[src/spi_frame_params.svh]
/*
 Constants of the 32-bit sensor data frame: field positions, codes,
 CRC figures and reset values. Included by the package and design files.
*/
`ifndef SPI_FRAME_PARAMS_SVH
`define SPI_FRAME_PARAMS_SVH

`define FRAME_BITS 6'h20
`define MSG_BITS 6'h18
`define CRC_BITS 8
`define CRC_POLY 8'h2F
`define CRC_SEED_DEFAULT 8'hFF
`define CRC_SEED_UPPER 4'hF
`define CMD_MSB 31
`define CMD_LSB 28
`define CMD_REQ_BIT 0
`define REPLY_MARK 1'h1
`define EXTRA_ZERO 4'h0
`define ERROR_REPLY_MSG 24'h0C0000
`define RESERVED_REPLY_MSG 24'h000000
`define SRC_RESET 3'h0
`define CHANNELS 8
`define SAMPLE_BITS 16
`define BIT_CNT_MAX 6'h21

`endif

[src/spi_frame_pkg.sv]
/*
 Types shared by the sensor frame modules.
 Assumes spi_frame_params.svh is on the include path.
*/
`include "spi_frame_params.svh"

package spi_frame_pkg;
	typedef enum logic [1:0] {REPLY_SENSOR, REPLY_RESERVED, REPLY_ERROR} reply_kind_t;
	typedef enum logic {LINK_IDLE, LINK_FRAME} link_state_t;
	typedef logic [`CHANNELS-1:0][`SAMPLE_BITS-1:0] sample_bank_t;
endpackage

[src/crc_step_if.sv]
/*
 Control and result of one serial CRC engine.
 Assumes the engine and its user share one clock.
*/
`timescale 1ns/1ps

interface crc_step_if;
	logic init;
	logic [7:0] seed;
	logic step;
	logic din;
	logic [7:0] crc;
	modport engine(input init, input seed, input step, input din, output crc);
	modport user(output init, output seed, output step, output din, input crc);
endinterface

[src/crc8_serial.sv]
/*
 Serial 8-bit CRC shift register, one bit per step, MSB first.
 Assumes the user presets it with init before stepping a frame through.
*/
`timescale 1ns/1ps
`include "spi_frame_params.svh"

module crc8_serial (
	input wire logic clock, // System clock
	input wire logic rst, // Asynchronous reset, active high
	crc_step_if.engine port_crc // Control and result
);
	logic [7:0] crc;
	logic [7:0] next_crc;

	// bits enter the low end, polynomial folds back on overflow
	assign next_crc = {crc[6:0], port_crc.din} ^ (crc[7] ? `CRC_POLY : 8'h00);
	assign port_crc.crc = crc;

	always_ff @(posedge clock or posedge rst) begin
		if (rst) begin
			crc <= `CRC_SEED_DEFAULT;
		end else if (port_crc.init) begin
			crc <= port_crc.seed;
		end else if (port_crc.step) begin
			crc <= next_crc;
		end
	end
endmodule

[src/spi_sensor_frames.sv]
/*
 SPI slave framing for sensor data requests and reserved commands:
 receive, CRC check, decode, and the out-of-frame reply with its CRC.
 The first reply after reset is of the reserved kind.
 Assumes SPI mode 0 from the host, and a link clock at least eight
 times slower than clock; sclk, ss_n and mosi are synchronised here.
*/
`timescale 1ns/1ps
`include "spi_frame_params.svh"

module spi_sensor_frames
	import spi_frame_pkg::*;
(
	input wire logic clock, // System clock, 25 MHz
	input wire logic rst, // Asynchronous reset, active high
	input wire logic sclk, // SPI clock from host
	input wire logic ss_n, // Slave select from host, active low
	input wire logic mosi, // Serial data from host
	output logic miso, // Serial data to host
	output logic miso_oe, // High while miso is driven
	input wire sample_bank_t sample_value, // Sample per data channel
	input wire logic [1:0] basic_health_bits, // Basic status for replies
	input wire logic [1:0] detail_flags, // Detailed status for replies
	input wire logic wide_data_en, // Send extra resolution bits
	input wire logic [3:0] crc_seed_code, // Seed setting, zero for all ones
	output logic cmd_strobe, // One cycle: good command decoded
	output logic [3:0] cmd_code, // Code of last good command
	output logic crc_fail_strobe // One cycle: command rejected
);
	logic sclk_meta;
	logic sclk_s;
	logic sclk_d;
	logic ss_meta;
	logic ss_s;
	logic ss_d;
	logic mosi_meta;
	logic mosi_s;

	link_state_t state;
	link_state_t next_state;

	logic [31:0] rx_shift;
	logic [5:0] rx_cnt;
	logic [31:0] out_shift;
	logic [5:0] out_cnt;
	logic [31:0] feed_shift;
	logic [5:0] feed_cnt;

	reply_kind_t pending_kind;
	logic [2:0] pending_src;

	crc_step_if rx_crc();
	crc_step_if tx_crc();

	// Pin synchronisers, two flops each
	// The third flop of clock and select only feeds the edge detectors
	always_ff @(posedge clock or posedge rst) begin
		if (rst) begin
			sclk_meta <= 1'b0;
			sclk_s <= 1'b0;
			sclk_d <= 1'b0;
		end else begin
			sclk_meta <= sclk;
			sclk_s <= sclk_meta;
			sclk_d <= sclk_s;
		end
	end

	// Select resets to its idle level, so reset gives no false frame start
	always_ff @(posedge clock or posedge rst) begin
		if (rst) begin
			ss_meta <= 1'b1;
			ss_s <= 1'b1;
			ss_d <= 1'b1;
		end else begin
			ss_meta <= ss_n;
			ss_s <= ss_meta;
			ss_d <= ss_s;
		end
	end

	always_ff @(posedge clock or posedge rst) begin
		if (rst) begin
			mosi_meta <= 1'b0;
			mosi_s <= 1'b0;
		end else begin
			mosi_meta <= mosi;
			mosi_s <= mosi_meta;
		end
	end

	wire sclk_rise = sclk_s & ~sclk_d;
	wire sclk_fall = ~sclk_s & sclk_d;
	wire ss_fall = ~ss_s & ss_d;
	wire ss_rise = ss_s & ~ss_d;
	wire in_frame = (state == LINK_FRAME);
	wire frame_end = in_frame & ss_rise;
	wire frame_start = (state == LINK_IDLE) & ss_fall;

	always_comb begin
		next_state = state;
		case (state)
			LINK_IDLE: begin
				if (ss_fall) begin
					next_state = LINK_FRAME;
				end
			end
			LINK_FRAME: begin
				if (ss_rise) begin
					next_state = LINK_IDLE;
				end
			end
			default: begin
				next_state = LINK_IDLE;
			end
		endcase
	end

	always_ff @(posedge clock or posedge rst) begin
		if (rst) begin
			state <= LINK_IDLE;
		end else begin
			state <= next_state;
		end
	end

	// Receive side: mosi taken on rising SPI clock
	wire rx_take = in_frame & sclk_rise;
	// Bit counters stop at 33 so an overlong frame never wraps back to 32
	wire [5:0] rx_cnt_inc = (rx_cnt == `BIT_CNT_MAX) ? rx_cnt : rx_cnt + 6'h01;

	always_ff @(posedge clock or posedge rst) begin
		if (rst) begin
			rx_shift <= 32'h00000000;
			rx_cnt <= 6'h00;
		end else if (frame_start) begin
			rx_cnt <= 6'h00;
		end else if (rx_take) begin
			rx_shift <= {rx_shift[30:0], mosi_s};
			rx_cnt <= rx_cnt_inc;
		end
	end

	// check is always the full 8-bit CRC
	// seed all ones unless the seed setting is non-zero
	wire [7:0] seed_value = (crc_seed_code == 4'h0) ? `CRC_SEED_DEFAULT : {`CRC_SEED_UPPER, crc_seed_code};

	// received frame, CRC included, runs through the checker
	assign rx_crc.init = frame_start;
	assign rx_crc.seed = seed_value;
	assign rx_crc.step = rx_take;
	assign rx_crc.din = mosi_s;

	crc8_serial u_rx_crc (
		.clock(clock),
		.rst(rst),
		.port_crc(rx_crc)
	);

	// wrong length or non-zero remainder means reject
	wire frame_good = (rx_cnt == `FRAME_BITS) & (rx_crc.crc == 8'h00);
	wire [3:0] rx_cmd = rx_shift[`CMD_MSB:`CMD_LSB];
	// lowest command bit marks a sensor data request
	wire rx_is_request = rx_cmd[`CMD_REQ_BIT];
	wire rx_is_reserved = (rx_cmd == 4'h0) | (rx_cmd == 4'h2) | (rx_cmd == 4'h4) |
		(rx_cmd == 4'h6) | (rx_cmd == 4'hA) | (rx_cmd == 4'hE);
	// One cycle after select rises, either accept or reject
	wire accept_now = frame_end & frame_good;
	wire reject_now = frame_end & ~frame_good;

	// the decoded command sets up the next message's reply
	// reserved command answered in the next message too
	always_ff @(posedge clock or posedge rst) begin
		if (rst) begin
			pending_kind <= REPLY_RESERVED;
			pending_src <= `SRC_RESET;
		end else if (frame_end) begin
			if (!frame_good) begin
				// drop the command, send the error reply
				pending_kind <= REPLY_ERROR;
			end else if (rx_is_request) begin
				pending_kind <= REPLY_SENSOR;
				pending_src <= rx_cmd[3:1];
			end else if (rx_is_reserved) begin
				// reserved code gets the reserved reply
				pending_kind <= REPLY_RESERVED;
			end else begin
				// Codes handled elsewhere get the same filler reply here
				pending_kind <= REPLY_RESERVED;
			end
		end
	end

	always_ff @(posedge clock or posedge rst) begin
		if (rst) begin
			cmd_strobe <= 1'b0;
			crc_fail_strobe <= 1'b0;
			cmd_code <= 4'h0;
		end else begin
			cmd_strobe <= accept_now;
			crc_fail_strobe <= reject_now;
			if (accept_now) begin
				cmd_code <= rx_cmd;
			end
		end
	end

	// Reply word, taken at the falling edge of slave select
	// sample of the chosen channel as it stands at select fall
	wire [15:0] chosen_sample = sample_value[pending_src];
	// extra resolution only in the wide option
	wire [3:0] extra_bits = wide_data_en ? chosen_sample[3:0] : `EXTRA_ZERO;
	// mark bit and echoed source code
	// sample, extra, detail flags packed left justified
	wire [23:0] sensor_msg = {`REPLY_MARK, pending_src, basic_health_bits,
		chosen_sample[15:4], extra_bits, detail_flags};
	// reserved reply body carries nothing defined
	wire [23:0] reply_msg = (pending_kind == REPLY_SENSOR) ? sensor_msg :
		(pending_kind == REPLY_ERROR) ? `ERROR_REPLY_MSG : `RESERVED_REPLY_MSG;

	// message then eight zeros through the generator
	wire feed_active = in_frame & (feed_cnt != `FRAME_BITS);

	// One bit per clock, so the reply CRC is ready long before bit 24
	always_ff @(posedge clock or posedge rst) begin
		if (rst) begin
			feed_shift <= 32'h00000000;
			feed_cnt <= `FRAME_BITS;
		end else if (frame_start) begin
			feed_shift <= {reply_msg, 8'h00};
			feed_cnt <= 6'h00;
		end else if (feed_active) begin
			feed_shift <= {feed_shift[30:0], 1'b0};
			feed_cnt <= feed_cnt + 6'h01;
		end
	end

	assign tx_crc.init = frame_start;
	assign tx_crc.seed = seed_value;
	assign tx_crc.step = feed_active;
	assign tx_crc.din = feed_shift[31];

	crc8_serial u_tx_crc (
		.clock(clock),
		.rst(rst),
		.port_crc(tx_crc)
	);

	// Transmit side: shifts on falling SPI clock, MSB first
	wire tx_shift_now = in_frame & sclk_fall;
	// The 24th falling edge swaps the CRC into the shift register
	wire crc_slot = (out_cnt == (`MSG_BITS - 6'h01));
	wire [5:0] out_cnt_inc = (out_cnt == `BIT_CNT_MAX) ? out_cnt : out_cnt + 6'h01;

	always_ff @(posedge clock or posedge rst) begin
		if (rst) begin
			out_shift <= 32'h00000000;
			out_cnt <= 6'h00;
		end else if (frame_start) begin
			out_shift <= {reply_msg, 8'h00};
			out_cnt <= 6'h00;
		end else if (tx_shift_now) begin
			out_cnt <= out_cnt_inc;
			if (crc_slot) begin
				// close the reply with its own CRC
				out_shift <= {tx_crc.crc, 24'h000000};
			end else begin
				out_shift <= {out_shift[30:0], 1'b0};
			end
		end
	end

	// a reply only leaves when the host runs another message
	assign miso = out_shift[31];
	// Enable follows the framed state, so miso is released between frames
	assign miso_oe = in_frame;
endmodule

[config.mk]
export PLATFORM = sky130hd
export DESIGN_NAME = spi_sensor_frames
export DESIGN_NICKNAME = d
export VERILOG_FILES = /design/src/spi_frame_pkg.sv /design/src/crc_step_if.sv /design/src/crc8_serial.sv /design/src/spi_sensor_frames.sv
export VERILOG_INCLUDE_DIRS = /design/src /design/src/src
export SDC_FILE = /design/constraint.sdc
export NUM_CORES = 1
export LEC_CHECK = 0
export ABC_AREA = 1
export BUFFER_PORTS_ARGS = -buffer_cell sky130_fd_sc_hd__buf_2
export CORE_MARGIN = 4
export CORE_UTILIZATION = 40
export DETAILED_ROUTE_END_ITERATION = 16
export PLACE_DENSITY = 0.65
export SETUP_SLACK_MARGIN = 0.05
export SLEW_MARGIN = 20
export SYNTH_ARGS = -nofsm -noshare
export SYNTH_HDL_FRONTEND = slang
export SYNTH_HIERARCHICAL = 1
export SYNTH_SLANG_ARGS = --single-unit
[constraint.sdc]
create_clock -name clock -period 5.7 [get_ports clock]
set_clock_uncertainty 0.15 [all_clocks]
set_input_delay 0.57 -clock clock [delete_from_list [all_inputs] [get_ports clock]]
set_output_delay 0.57 -clock clock [all_outputs]
set_load 0.005 [all_outputs]
### Word level (Yosys, flattened, before mapping)

Cells that the tools add are included.

| word-level totals | value |
|---|---|
| bits in registers | 150 |
| input bits | 142 |
| output and inout bits | 8 |

| cells by class | value |
|---|---|
| bitwise logic cells | 21 |
| mux-type cells | 30 |
| reduce and logical (&&, ||, !) cells | 10 |
| order comparisons | 1 |
| add/subtract/negate cells | 3 |
| equal/unequal tests | 8 |

Operators with widths:

| kind | count |
|---|---|
| two-way mux 32 bit | 5 |
| two-way mux 6 bit | 10 |
| binary-select mux 16 bit (select 3 bit) | 1 |
| two-way mux 8 bit | 4 |
| two-way mux 24 bit | 1 |
| two-way mux 20 bit | 1 |
| adder 6 x 1 -> 6 bit, second input constant | 3 |
| equality test 6 bit, second input constant | 3 |
| two-way mux 16 bit | 1 |
| XOR 8 bit | 2 |
| AND 1 bit | 12 |
| zero test 8 bit | 1 |
| two-way mux 4 bit | 2 |
| inverter 1 bit | 7 |
| equality test 6 x 5 -> 1 bit, second input constant | 1 |
| inequality test 6 bit, second input constant | 1 |
| AND reduction 2 bit | 3 |
| nonzero test 2 bit | 3 |
| zero test 4 bit | 1 |
| less-than comparator 3 x 4 -> 1 bit, second input constant | 1 |
| inequality test 2 bit, second input constant | 2 |
| two-way mux 1 bit | 3 |
| AND reduction 3 bit | 1 |
| equality test 2 bit, second input constant | 1 |
| 3 further kinds | 3 |

### Longest topological paths before layout

Gate-level depths: netlist of the first run.

| depth | value |
|---|---|
| depth after elaboration | 5 |
| mapped depth | 11 |
| mapped depth without buffers | 11 |

### Hierarchy

The synthesis of the first run kept the hierarchy.

Modules (own cells, without submodules):

| module | instances | cells each | area each (um2) |
|---|---|---|---|
| spi_sensor_frames | 1 | 997 | 6832.8 |
| crc8_serial | 2 | 66 | 465.4 |

### Least setup slack after synthesis of the first run

OpenSTA, ideal clock, no wires.

| path | value |
|---|---|
| kind | reg2reg |
| start point | register out_cnt[0] |
| end point | register out_shift[14] |
| library setup time | 117 ps |
| buffers on the path | 1 |
| slack | 4040 ps |
| period minus slack after synthesis | 1660 ps |
| data required time | 5433 ps |
| stages on the path, launching flop included | 8 |
| arrival time | 1392 ps |
| path through | dfrtp_1 > ha_1 > nand3_1 > nor2_2 > buf_2 > o21ai_0 > nor2_1 > nor2_1 |

| between the ends | value |
|---|---|
| longest elaborated chain between the ends | 4 |

Ends and longest elaborated chain:

| element | line | text |
|---|---|---|
| from (decl) | spi_sensor_frames.sv:45 | `logic [5:0] out_cnt;` |
| from (signal assigned) | spi_sensor_frames.sv:263 | `out_cnt <= out_cnt_inc;` |
| equality test 6 x 5 -> 1 bit | spi_sensor_frames.sv:252 | `` wire crc_slot = (out_cnt == (`MSG_BITS - 6'h01)); `` |
| two-way mux 32 bit | spi_sensor_frames.sv:264 | `if (crc_slot) begin` |
| two-way mux 32 bit | spi_sensor_frames.sv:262 | `end else if (tx_shift_now) begin` |
| two-way mux 32 bit | spi_sensor_frames.sv:259 | `end else if (frame_start) begin` |
| to (signal assigned) | spi_sensor_frames.sv:260 | `out_shift <= {reply_msg, 8'h00};` |
| to (signal assigned) | spi_sensor_frames.sv:266 | `out_shift <= {tx_crc.crc, 24'h000000};` |
| to (signal assigned) | spi_sensor_frames.sv:268 | `out_shift <= {out_shift[30:0], 1'b0};` |
| to (decl) | spi_sensor_frames.sv:44 | `logic [31:0] out_shift;` |

No other way between the ends. The select of a mux whose other input is x is not followed.
A chain may end at the register's enable or synchronous reset.

### Final worst setup path of the first run

| path | value |
|---|---|
| start point | register ss_d |
| end point | register out_cnt[4] |

| between the ends | value |
|---|---|
| longest elaborated chain between the ends | 4 |
| elaborated cells between the ends (all ways) | 6 |

Ends and longest elaborated chain:

| element | line | text |
|---|---|---|
| from (decl) | spi_sensor_frames.sv:35 | `logic ss_d;` |
| from (signal assigned) | spi_sensor_frames.sv:78 | `ss_d <= ss_s;` |
| AND 1 bit (*) | spi_sensor_frames.sv:94 | `wire ss_fall = ~ss_s & ss_d;` |
| AND 1 bit (*) | spi_sensor_frames.sv:98 | `wire frame_start = (state == LINK_IDLE) & ss_fall;` |
| inequality test 2 bit (no line) or nonzero test 2 bit (tied branches) | - |  |
| AND reduction 2 bit (no line) | - |  |

Mark *: on every way between the ends. The rest lies on a longest branch, timed or not.

==> results by stage, run 1 <==
Yosys:
- Counting flops with an async set or reset pin after synthesis yields a share of 100.0%.
- Of the post-synthesis cell area, the part taken by muxes is 0%.
- The synthesized design contains 134 register bits.
- The synthesized design contains 0 enable-type register cells.
- Sequential elements use 43.53% of the synthesized area.
- The complex-gate fraction of the synthesized area is 11.06%.
- The commonest cells after synthesis are nand2_1, nor2_1, inv_1, dfrtp_1, o21ai_0.
- The dominant register cell in the synthesized netlist is dfrtp_1.
- Summing the areas of all xor and xnor instances in the mapped netlist gives 0.3384% of the synthesized area.
- The summed instance area of the synthesized netlist is 7764 µm².
- Of the total synthesized cell area, the portion taken by AND, OR, NAND and NOR gates is 33.55%.
- Of all cell types, the one taking the most synthesized area is dfrtp_1.
- The netlist uses 39 different library cells.
- The leading cell type by number of instances after synthesis is nand2_1.
- A synthesized cell averages 6.877 µm².
- After synthesis, the largest family of logic cells by area is simple AND/OR/NAND/NOR gates.
- The count of synthesis-stage warnings from yosys is 6.
- By area the synthesized netlist is led by dfrtp_1, nand2_1, nor2_1.
- The number of instances in the synthesized netlist is 1,129.
- The synthesized netlist devotes 1.128% of its cell area to adder and majority cells.
- The proportion of netlist area held by the largest area contributor is 36.42%.

STA:
- The post-route clock period utilization is 52.66%.
- Static timing analysis puts the maximum clock frequency at 333.1 MHz.
- The number of setup violations in the final report is 0.
- Setup repair after global routing left no endpoint under its margin.
- The count of final max-slew check failures is 0.
- Headroom to the max-slew limit came out at 46.04%.
- The number of hold-slack violations in the final timing report was 0.
- For the pin with the worst max-slew slack, the measured transition is 0.8094 ns.
- The setup TNS is 0 ns.
- Subtracting the final worst setup slack from the clock period gives 3.002 ns.

Die:
- In this run the horizontal extent of the chip is 147.3 µm.
- For this configuration, the core starts out at a cell density of 41.09%.
- The area of the die is 21,700 µm².
- The die is 147.3 µm tall.
- During I/O placement, the number of pins put on the boundary was 150.
- The number of rows created at floorplan is 50.
- The area of the core is 18,890 µm².

Detailed routing:
- The first detailed-routing pass ran for 5 iterations.
- The vias after detailed routing is 7,147.
- Once detail routing completed, the nets flagged for antenna violations numbered 0.
- Using the TritonRoute via totals, the vias-per-cell ratio works out to 4.668.
- The final wirelength is 19.27 mm.
- After detailed routing, the number of remaining DRC violations is 0.
- The detail-routed net length per standard cell is 12.59 µm.
- The first routing iteration left 443 violations.

Global routing:
- The initial antenna violation count is 0.
- The first global-routing pass estimated 32.78 mm of wire.
- The number of global-route vias before repair is 6,700.
- Global routing used 18.22% of the available tracks across all layers.
- The total congestion overflow after global routing is 0.
- The largest net degree at the start of global routing is 71.

Clock tree:
- The number of H-tree levels is 4.
- The clock transition at the registers of the reported paths is 0.07 ns.
- The number of hold buffers added after CTS is 0.
- TritonCTS built the clock tree.
- CTS placed an instance of clkbuf_16 at the clock tree root.
- The number of setup buffers added after CTS is 0.
- At the later pin of the worst-skew pair, clock insertion delay measures 0.42 ns.
- The clock passes through at most 2 buffers.
- The number of clock buffers inserted by TritonCTS is 17.
- Once the clock tree was built, the resizer swapped 0 gates to a different size.
- The CTS sink count is 134.

Cells and area:
- The fill cell total of the finished layout is 1,964.
- The finished layout holds 1,531 standard cells, fillers aside.
- The final core area utilization is 48.63%.
- The number of diodes is 0.
- The area growth from synthesis to layout is 18.34%.
- The final layout net count is 1,407.
- The fraction of layout cells with a size suffix above 1 is 18.33%.
- The final cell area excluding filler cells is 9188 µm².

Worst setup path:
- The worst flop-to-flop path endpoint is out_cnt[4].
- The most numerous cell type found on the critical path is inv_2.
- Along the worst path, the maximum fanout reaches 70.
- The worst register-to-register path has a setup slack of 2.70 ns.
- The number of cells on the worst reg-to-reg path is 7.
- At the worst endpoint, the arrival time is 3.15 ns.
- The origin of the critical flop-to-flop path is ss_d.
- The sum of buffers and inverters on the critical path is 2.
- The worst endpoint required time is 5.85 ns.
- The critical path endpoint category is a flip-flop.
- The startpoint type of the worst setup path is a flip-flop.
- The signal on the critical path passes through nand3_4 > nand2_2 > inv_2 > nor2_1 > inv_2 > nand2_1 > o21ai_1.
- The delay of the slowest cell on the worst path is 0.75 ns.
- On the critical path, the stage with the largest delay is an instance of nand2_2.
- The worst setup path is of the flip-flop to flip-flop kind.
- The kind of cell with the highest combined delay on the critical path is simple AND/OR/NAND/NOR gates.

Place:
- The placed instances occupy a cell area of 8605 µm².
- The global placer's final weighted congestion is 0.8480.
- The count of input and output buffers is 149.
- The placed wire-length estimate is 13.75 mm.
- The post-placement cell count is 1,499.

Power and ir drop:
- Total power for the finished layout comes to 3365 µW.
- VDD sags by at most 0.0002318 V.
- The power density relative to cell area is 366.3 nW/µm².
- In this run the static leakage power is 0.004794 µW.

Hold path:
- The class of the tightest hold or removal check is primary input to flip-flop.
- The beginning of the worst hold path is ss_n.
- The number of instances on the worst hold path is 1.
- The path with the worst hold slack has its endpoint at ss_meta.

Outcome:
- The flow ran to the end, and the final reports show no timing, DRC or antenna violations.

Flow run:
- The number of max-capacitance violations reported is 0.
[sequential cells by signal, summed over array words and instances, names as in the netlist, 2 cells and up]
signal and flops:
rx_shift 32, feed_shift 24, out_shift 24, u_rx_crc/port_crc.crc 8, u_tx_crc/port_crc.crc 8, feed_cnt 6, out_cnt 6, rx_cnt 6
cmd_code 4, pending_src 3, pending_kind 2
[stage by stage]
| step | hold slack (ns) | setup slack, ns |
|---|---|---|
| after floorplan | 0.1812 | 1.859 |
| after global placement | 0.1832 | 2.718 |
| after detailed placement | 0.1879 | 2.711 |
| after CTS | 0.06721 | 2.659 |
| after global routing | 0.06765 | 2.386 |
| final | 0.08574 | 2.698 |
[how the worst max path moves through the flow]
stage	start	to	cells after the start
floorplan	rst	cmd_code[0]	1
global placement	ss_d	out_cnt[4]	7
detailed placement	miso_oe	out_cnt[4]	8
CTS	ss_d	out_cnt[4]	7
global route	ss_d	out_cnt[1]	7
finish	ss_d	out_cnt[4]	7
[per-layer routing]
| layer | part of all wire (%) | routed length (µm) | vias up | track usage, % |
|---|---|---|---|---|
| met5 | 0 | 0 | - | 0 |
| met4 | 1.2 | 233 | 0 | 4.473 |
| met3 | 3.7 | 712 | 19 | 4.102 |
| met2 | 50 | 9670 | 118 | 30.90 |
| met1 | 45 | 8657 | 3252 | 23.76 |
| li1 | - | - | 3758 | - |
[area by class of cell]
cell class / instances / area (µm²) / area share [%]
multi-input combinational: 817 / 3607 / 39.26
tap: 260 / 325.3 / 3.541
clock inverter: 14 / 153.9 / 1.675
sequential: 134 / 3381 / 36.80
timing repair buffer: 154 / 783.3 / 8.525
inverter: 134 / 508.0 / 5.529
clock buffer: 18 / 429.2 / 4.671
[kinds of logic after synthesis]
group / after synthesis
and+or+nand+nor: 635
buffers and inverters: 185
AOI/OAI and AO/OA: 164
DFF: 134
adders and majority gates: 7
xor gates and xnor gates: 3
other: 1
[cell usage in the layout (no fill, tap or decap), drive strengths merged, types with 7 or more instances in the layout]
cell,netlist,final
nor2,182,182
inv,134,143
o21ai,119,119
dfrtp,113,113
nand2,366,366
a21oi,32,32
buf,44,154
clkbuf,7,18
ha,7,7
dfstp,21,21
conb,1,8
nand4,11,11
nand3,67,67
[power by group]
group	switching (µW)	internal [µW]
Combinational	469	331
Sequential	212	1270
Clock	464	621
Total	1150	2220
Power figures use the tool's default switching activity.
==> run 2, diff against run 1 <==
--- a/config.mk
+++ b/config.mk
@@ -11,7 +11,7 @@
 export CORE_MARGIN = 4
 export CORE_UTILIZATION = 40
 export DETAILED_ROUTE_END_ITERATION = 16
-export PLACE_DENSITY = 0.65
+export PLACE_DENSITY = 0.67
 export SETUP_SLACK_MARGIN = 0.05
 export SLEW_MARGIN = 20
 export SYNTH_ARGS = -nofsm -noshare
==> constraint.sdc (replaced) <==
create_clock -name clock -period 2.43 [get_ports clock]
set_clock_uncertainty 0.15 [all_clocks]
set_input_delay 0.243 -clock clock [delete_from_list [all_inputs] [get_ports clock]]
set_output_delay 0.243 -clock clock [all_outputs]
set_load 0.005 [all_outputs]
==> run 2 against run 1 <==
Net effect:
- global-route usage up 0.50 points
- setup slack got worse by 2.2 ns
- first-iteration DRC count is 5.4% higher
- count of clock-buffer cells in the layout down 1
- register-to-register slack worse by 2.2 ns
- flip-flop and latch count is the same
- critical path type unchanged
- critical endpoint is now out_shift[22]
- highest routed layer unchanged
==> results by stage, run 2 (same netlist as run 1, synthesis figures left out) <==
Outcome:
- The flow ran to the end, and the final reports show no timing, DRC or antenna violations.

Clock tree:
- The insertion delay of the later-clocked pin in the worst-skew pair is 0.43 ns (about the same).
- The number of buffers between clock root and the deepest sink was 2 (unchanged).
- The number of hold buffers added after CTS is 6 (+6).
- The clock transition at the registers of the reported paths is 0.06 ns (about the same).
- The number of clock buffers inserted by TritonCTS is 17 (unchanged).
- The CTS sink count was 134 (unchanged).
- CTS placed an instance of clkbuf_16 at the clock tree root.
- The number of gates resized after cts is 0 (unchanged).
- The TritonCTS clock tree is built.
- The post-CTS setup buffer count is 0 (unchanged).
- The number of H-tree levels is 4 (unchanged).

Die:
- The starting density of the core came to 41.09% (unchanged).
- The area of the core is 18,890 µm² (unchanged).
- The die width is 147.3 µm (unchanged).
- The vertical die dimension came to 147.3 µm (unchanged).
- The area of the die was 21,700 µm² (unchanged).
- The number of rows created at floorplan came to 50 (unchanged).
- The top-level I/O count is 150 (unchanged).

Detailed routing:
- The via density per instance was 4.729 (+1.3%).
- The number of antenna-violating nets in the routed design is 0 (unchanged).
- The initial detailed-routing violation count is 467 (+5.4%).
- The detail-routed net length per standard cell is 12.67 µm (+0.63%).
- The number of detailed-routing iterations run before antenna repair is 5 (unchanged).
- The final wirelength is 19.66 mm (+2.0%).
- The count of unresolved DRC violations after routing is 0 (unchanged).
- The vias after detailed routing is 7,340 (+2.7%).

Cells and area:
- The number of flip-flops under the largest register name was 32 (unchanged).
- The combined area of the multi-input logic cells was 3607 µm² (unchanged).
- Compared with the post-synthesis result, the final layout area differs by 21.29%.
- In the layout the commonest cells are nand2_1, nor2_1, buf_2.
- The fraction of layout cells with a size suffix above 1 is 19.27% (+0.94 points).
- The register name with the most flops is rx_shift.
- The filler-free cell count of the finished design is 1,552 (+1.4%).
- The final cell area excluding filler cells is 9417 µm² (+2.5%).
- The final layout net count came to 1,428 (+1.5%).
- The fill cell total of the finished layout is 1,936 (-1.4%).
- In the final layout, the registers with the most flip-flops are rx_shift x32, feed_shift x24, out_shift x24.
- The number of diodes is 0 (unchanged).
- The sequential cell area came to 3381 µm² (unchanged).
- The most common cell after layout, fill and taps aside is nand2_1.

STA:
- The tightest slew margin relative to the limit was 56.37% (+10 points).
- The setup TNS is 0 ns (unchanged).
- The number of setup violations in the final report is 0 (unchanged).
- Setup repair after global routing left no endpoint under its margin.
- The fmax is 510.4 MHz (+53%).
- The transition at the pin with the smallest max-transition slack is 0.6530 ns (-0.1564 ns).
- The count of final max-slew check failures is 0 (unchanged).
- The post-route clock period utilization came to 80.62% (+28 points).
- The clock period minus final worst setup slack was 1.959 ns (-1.043 ns).
- The number of hold-slack violations in the final timing report was 0 (unchanged).

Power and ir drop:
- The part of the power in registers is 43.5% (-0.5 points).
- The static leakage is 0.004901 µW (+2.2%).
- The maximum vdd drop is 0.0006483 V (+180%).
- The combinational cell fraction of total power came to 24.2% (+0.4 points).
- The net switching power figure is 2754 µW (+140%).
- The part of the power in the clock network is 32.3% (about the same).
- The power density relative to cell area is 849.7 nW/µm² (+130%).
- The proportion of total power due to net switching is 34.42% (+0.39 points).
- The internal portion of total power came to 5247 µW (+140%).

Worst setup path:
- The delay of the slowest cell on the worst path is 0.45 ns (-0.30 ns).
- The cell occurring most often along the worst timing path is nor2_1.
- The startpoint type of the worst setup path is a flip-flop.
- The slowest stage of the critical path is the dfrtp_1 cell.
- The worst endpoint required time is 2.60 ns (-3.25 ns).
- The critical path endpoint category is a flip-flop.
- The critical path class is flip-flop to flip-flop.
- The maximum fanout along the worst path is 10 (-86%).
- The data arrival time of the critical path is 2.13 ns (-1.02 ns).
- The signal on the critical path passes through ha_1 > nand3_1 > nor2_2 > buf_4 > o21ai_0 > nor2_1 > nor2_1.

Global routing:
- The first-pass GRT wire length came to 33.73 mm (+2.9%).
- The number of global-route vias before repair is 7,078 (+5.6%).
- The initial antenna violation count is 0 (unchanged).
- The aggregate global-route resource usage is 18.72% (+0.50 points).
- The largest net degree at the start of global routing was 88 (+24%).
- The total congestion overflow after global routing is 0 (unchanged).

Place:
- The global placer's final weighted congestion is 0.8143 (-4.0%).
- The area after detailed placement is 8768 µm² (+1.9%).
- The post-placement cell count is 1,514 (+1.0%).
- The placed wire-length estimate is 14.01 mm (+1.8%).
- The count of input and output buffers is 149 (unchanged).

Hold path:
- The class of the tightest hold or removal check is primary input to flip-flop.

Flow run:
- The number of max-capacitance violations reported is 0 (unchanged).
## run 2: through the flow
| step | worst slack [ns] | hold WS (ns) | utilization (%) | total power [µW] |
|---|---|---|---|---|
| 6_report | 0.4709 | 0.06196 | 49.84 | 8001 |
| 5_1_grt | 0.2480 | 0.1167 | 49.84 | 8620 |
| 4_1_cts | 0.4573 | 0.05876 | 49.84 | 8071 |
| 3_5_place_dp | 0.4529 | 0.1881 | 46.41 | 5450 |
| 3_3_place_gp | 0.4845 | 0.1885 | 46.41 | 5386 |
| 2_1_floorplan | 0.5997 | 0.09748 | - | 4886 |
## run 2: worst paths after layout
| check | from | end | slack (ns) | cells past startpoint |
|---|---|---|---|---|
| max | out_cnt[0] | out_shift[22] | 0.47 | 7 |
| min | crc_seed_code[2] | u_tx_crc/port_crc.crc[2] | 0.06 | 7 |
| max reg2reg | out_cnt[0] | out_shift[22] | 0.47 | 7 |
| min reg2reg | sclk_meta | sclk_s | 0.20 | 0 |
| max in group asynchronous | rst | rx_shift[0] | 1.01 | 4 |
| min in group asynchronous | rst | out_cnt[1] | 0.33 | 3 |
## run 2: routing by layer
layer	vias to the layer above	wire length [µm]	track usage, %
li1	3804	-	-
met1	3391	8984	24.45
met2	118	9716	31.68
met3	27	607	3.486
met4	0	353	5.732
met5	-	0	0
## run 2: layout make-up
cell class | instances | share of cell area (%)
flip-flops and latches | 134 | 35.90
well taps | 260 | 3.455
clock buffers | 17 | 4.518
multi-input cells | 817 | 38.31
inverters | 134 | 5.408
repair buffers | 175 | 10.68
clock inverters | 15 | 1.727
## run 2: power groups by stage
stage | combinational [µW] | clock (µW) | sequential, µW
floorplan | 1540 | 0 | 3340
global placement | 1890 | 0 | 3500
detailed placement | 1950 | 0 | 3500
CTS | 1960 | 2630 | 3480
global route | 2290 | 2740 | 3590
finish | 1940 | 2580 | 3480
## run 2: critical path, delay by kind of cell, from the launching register on
kind / cells / cell delay [ns]
compound gates: 1 / 0.10
fa+ha+maj: 1 / 0.31
buf+inv: 1 / 0.25
flops: 1 / 0.45
simple gates: 4 / 0.61
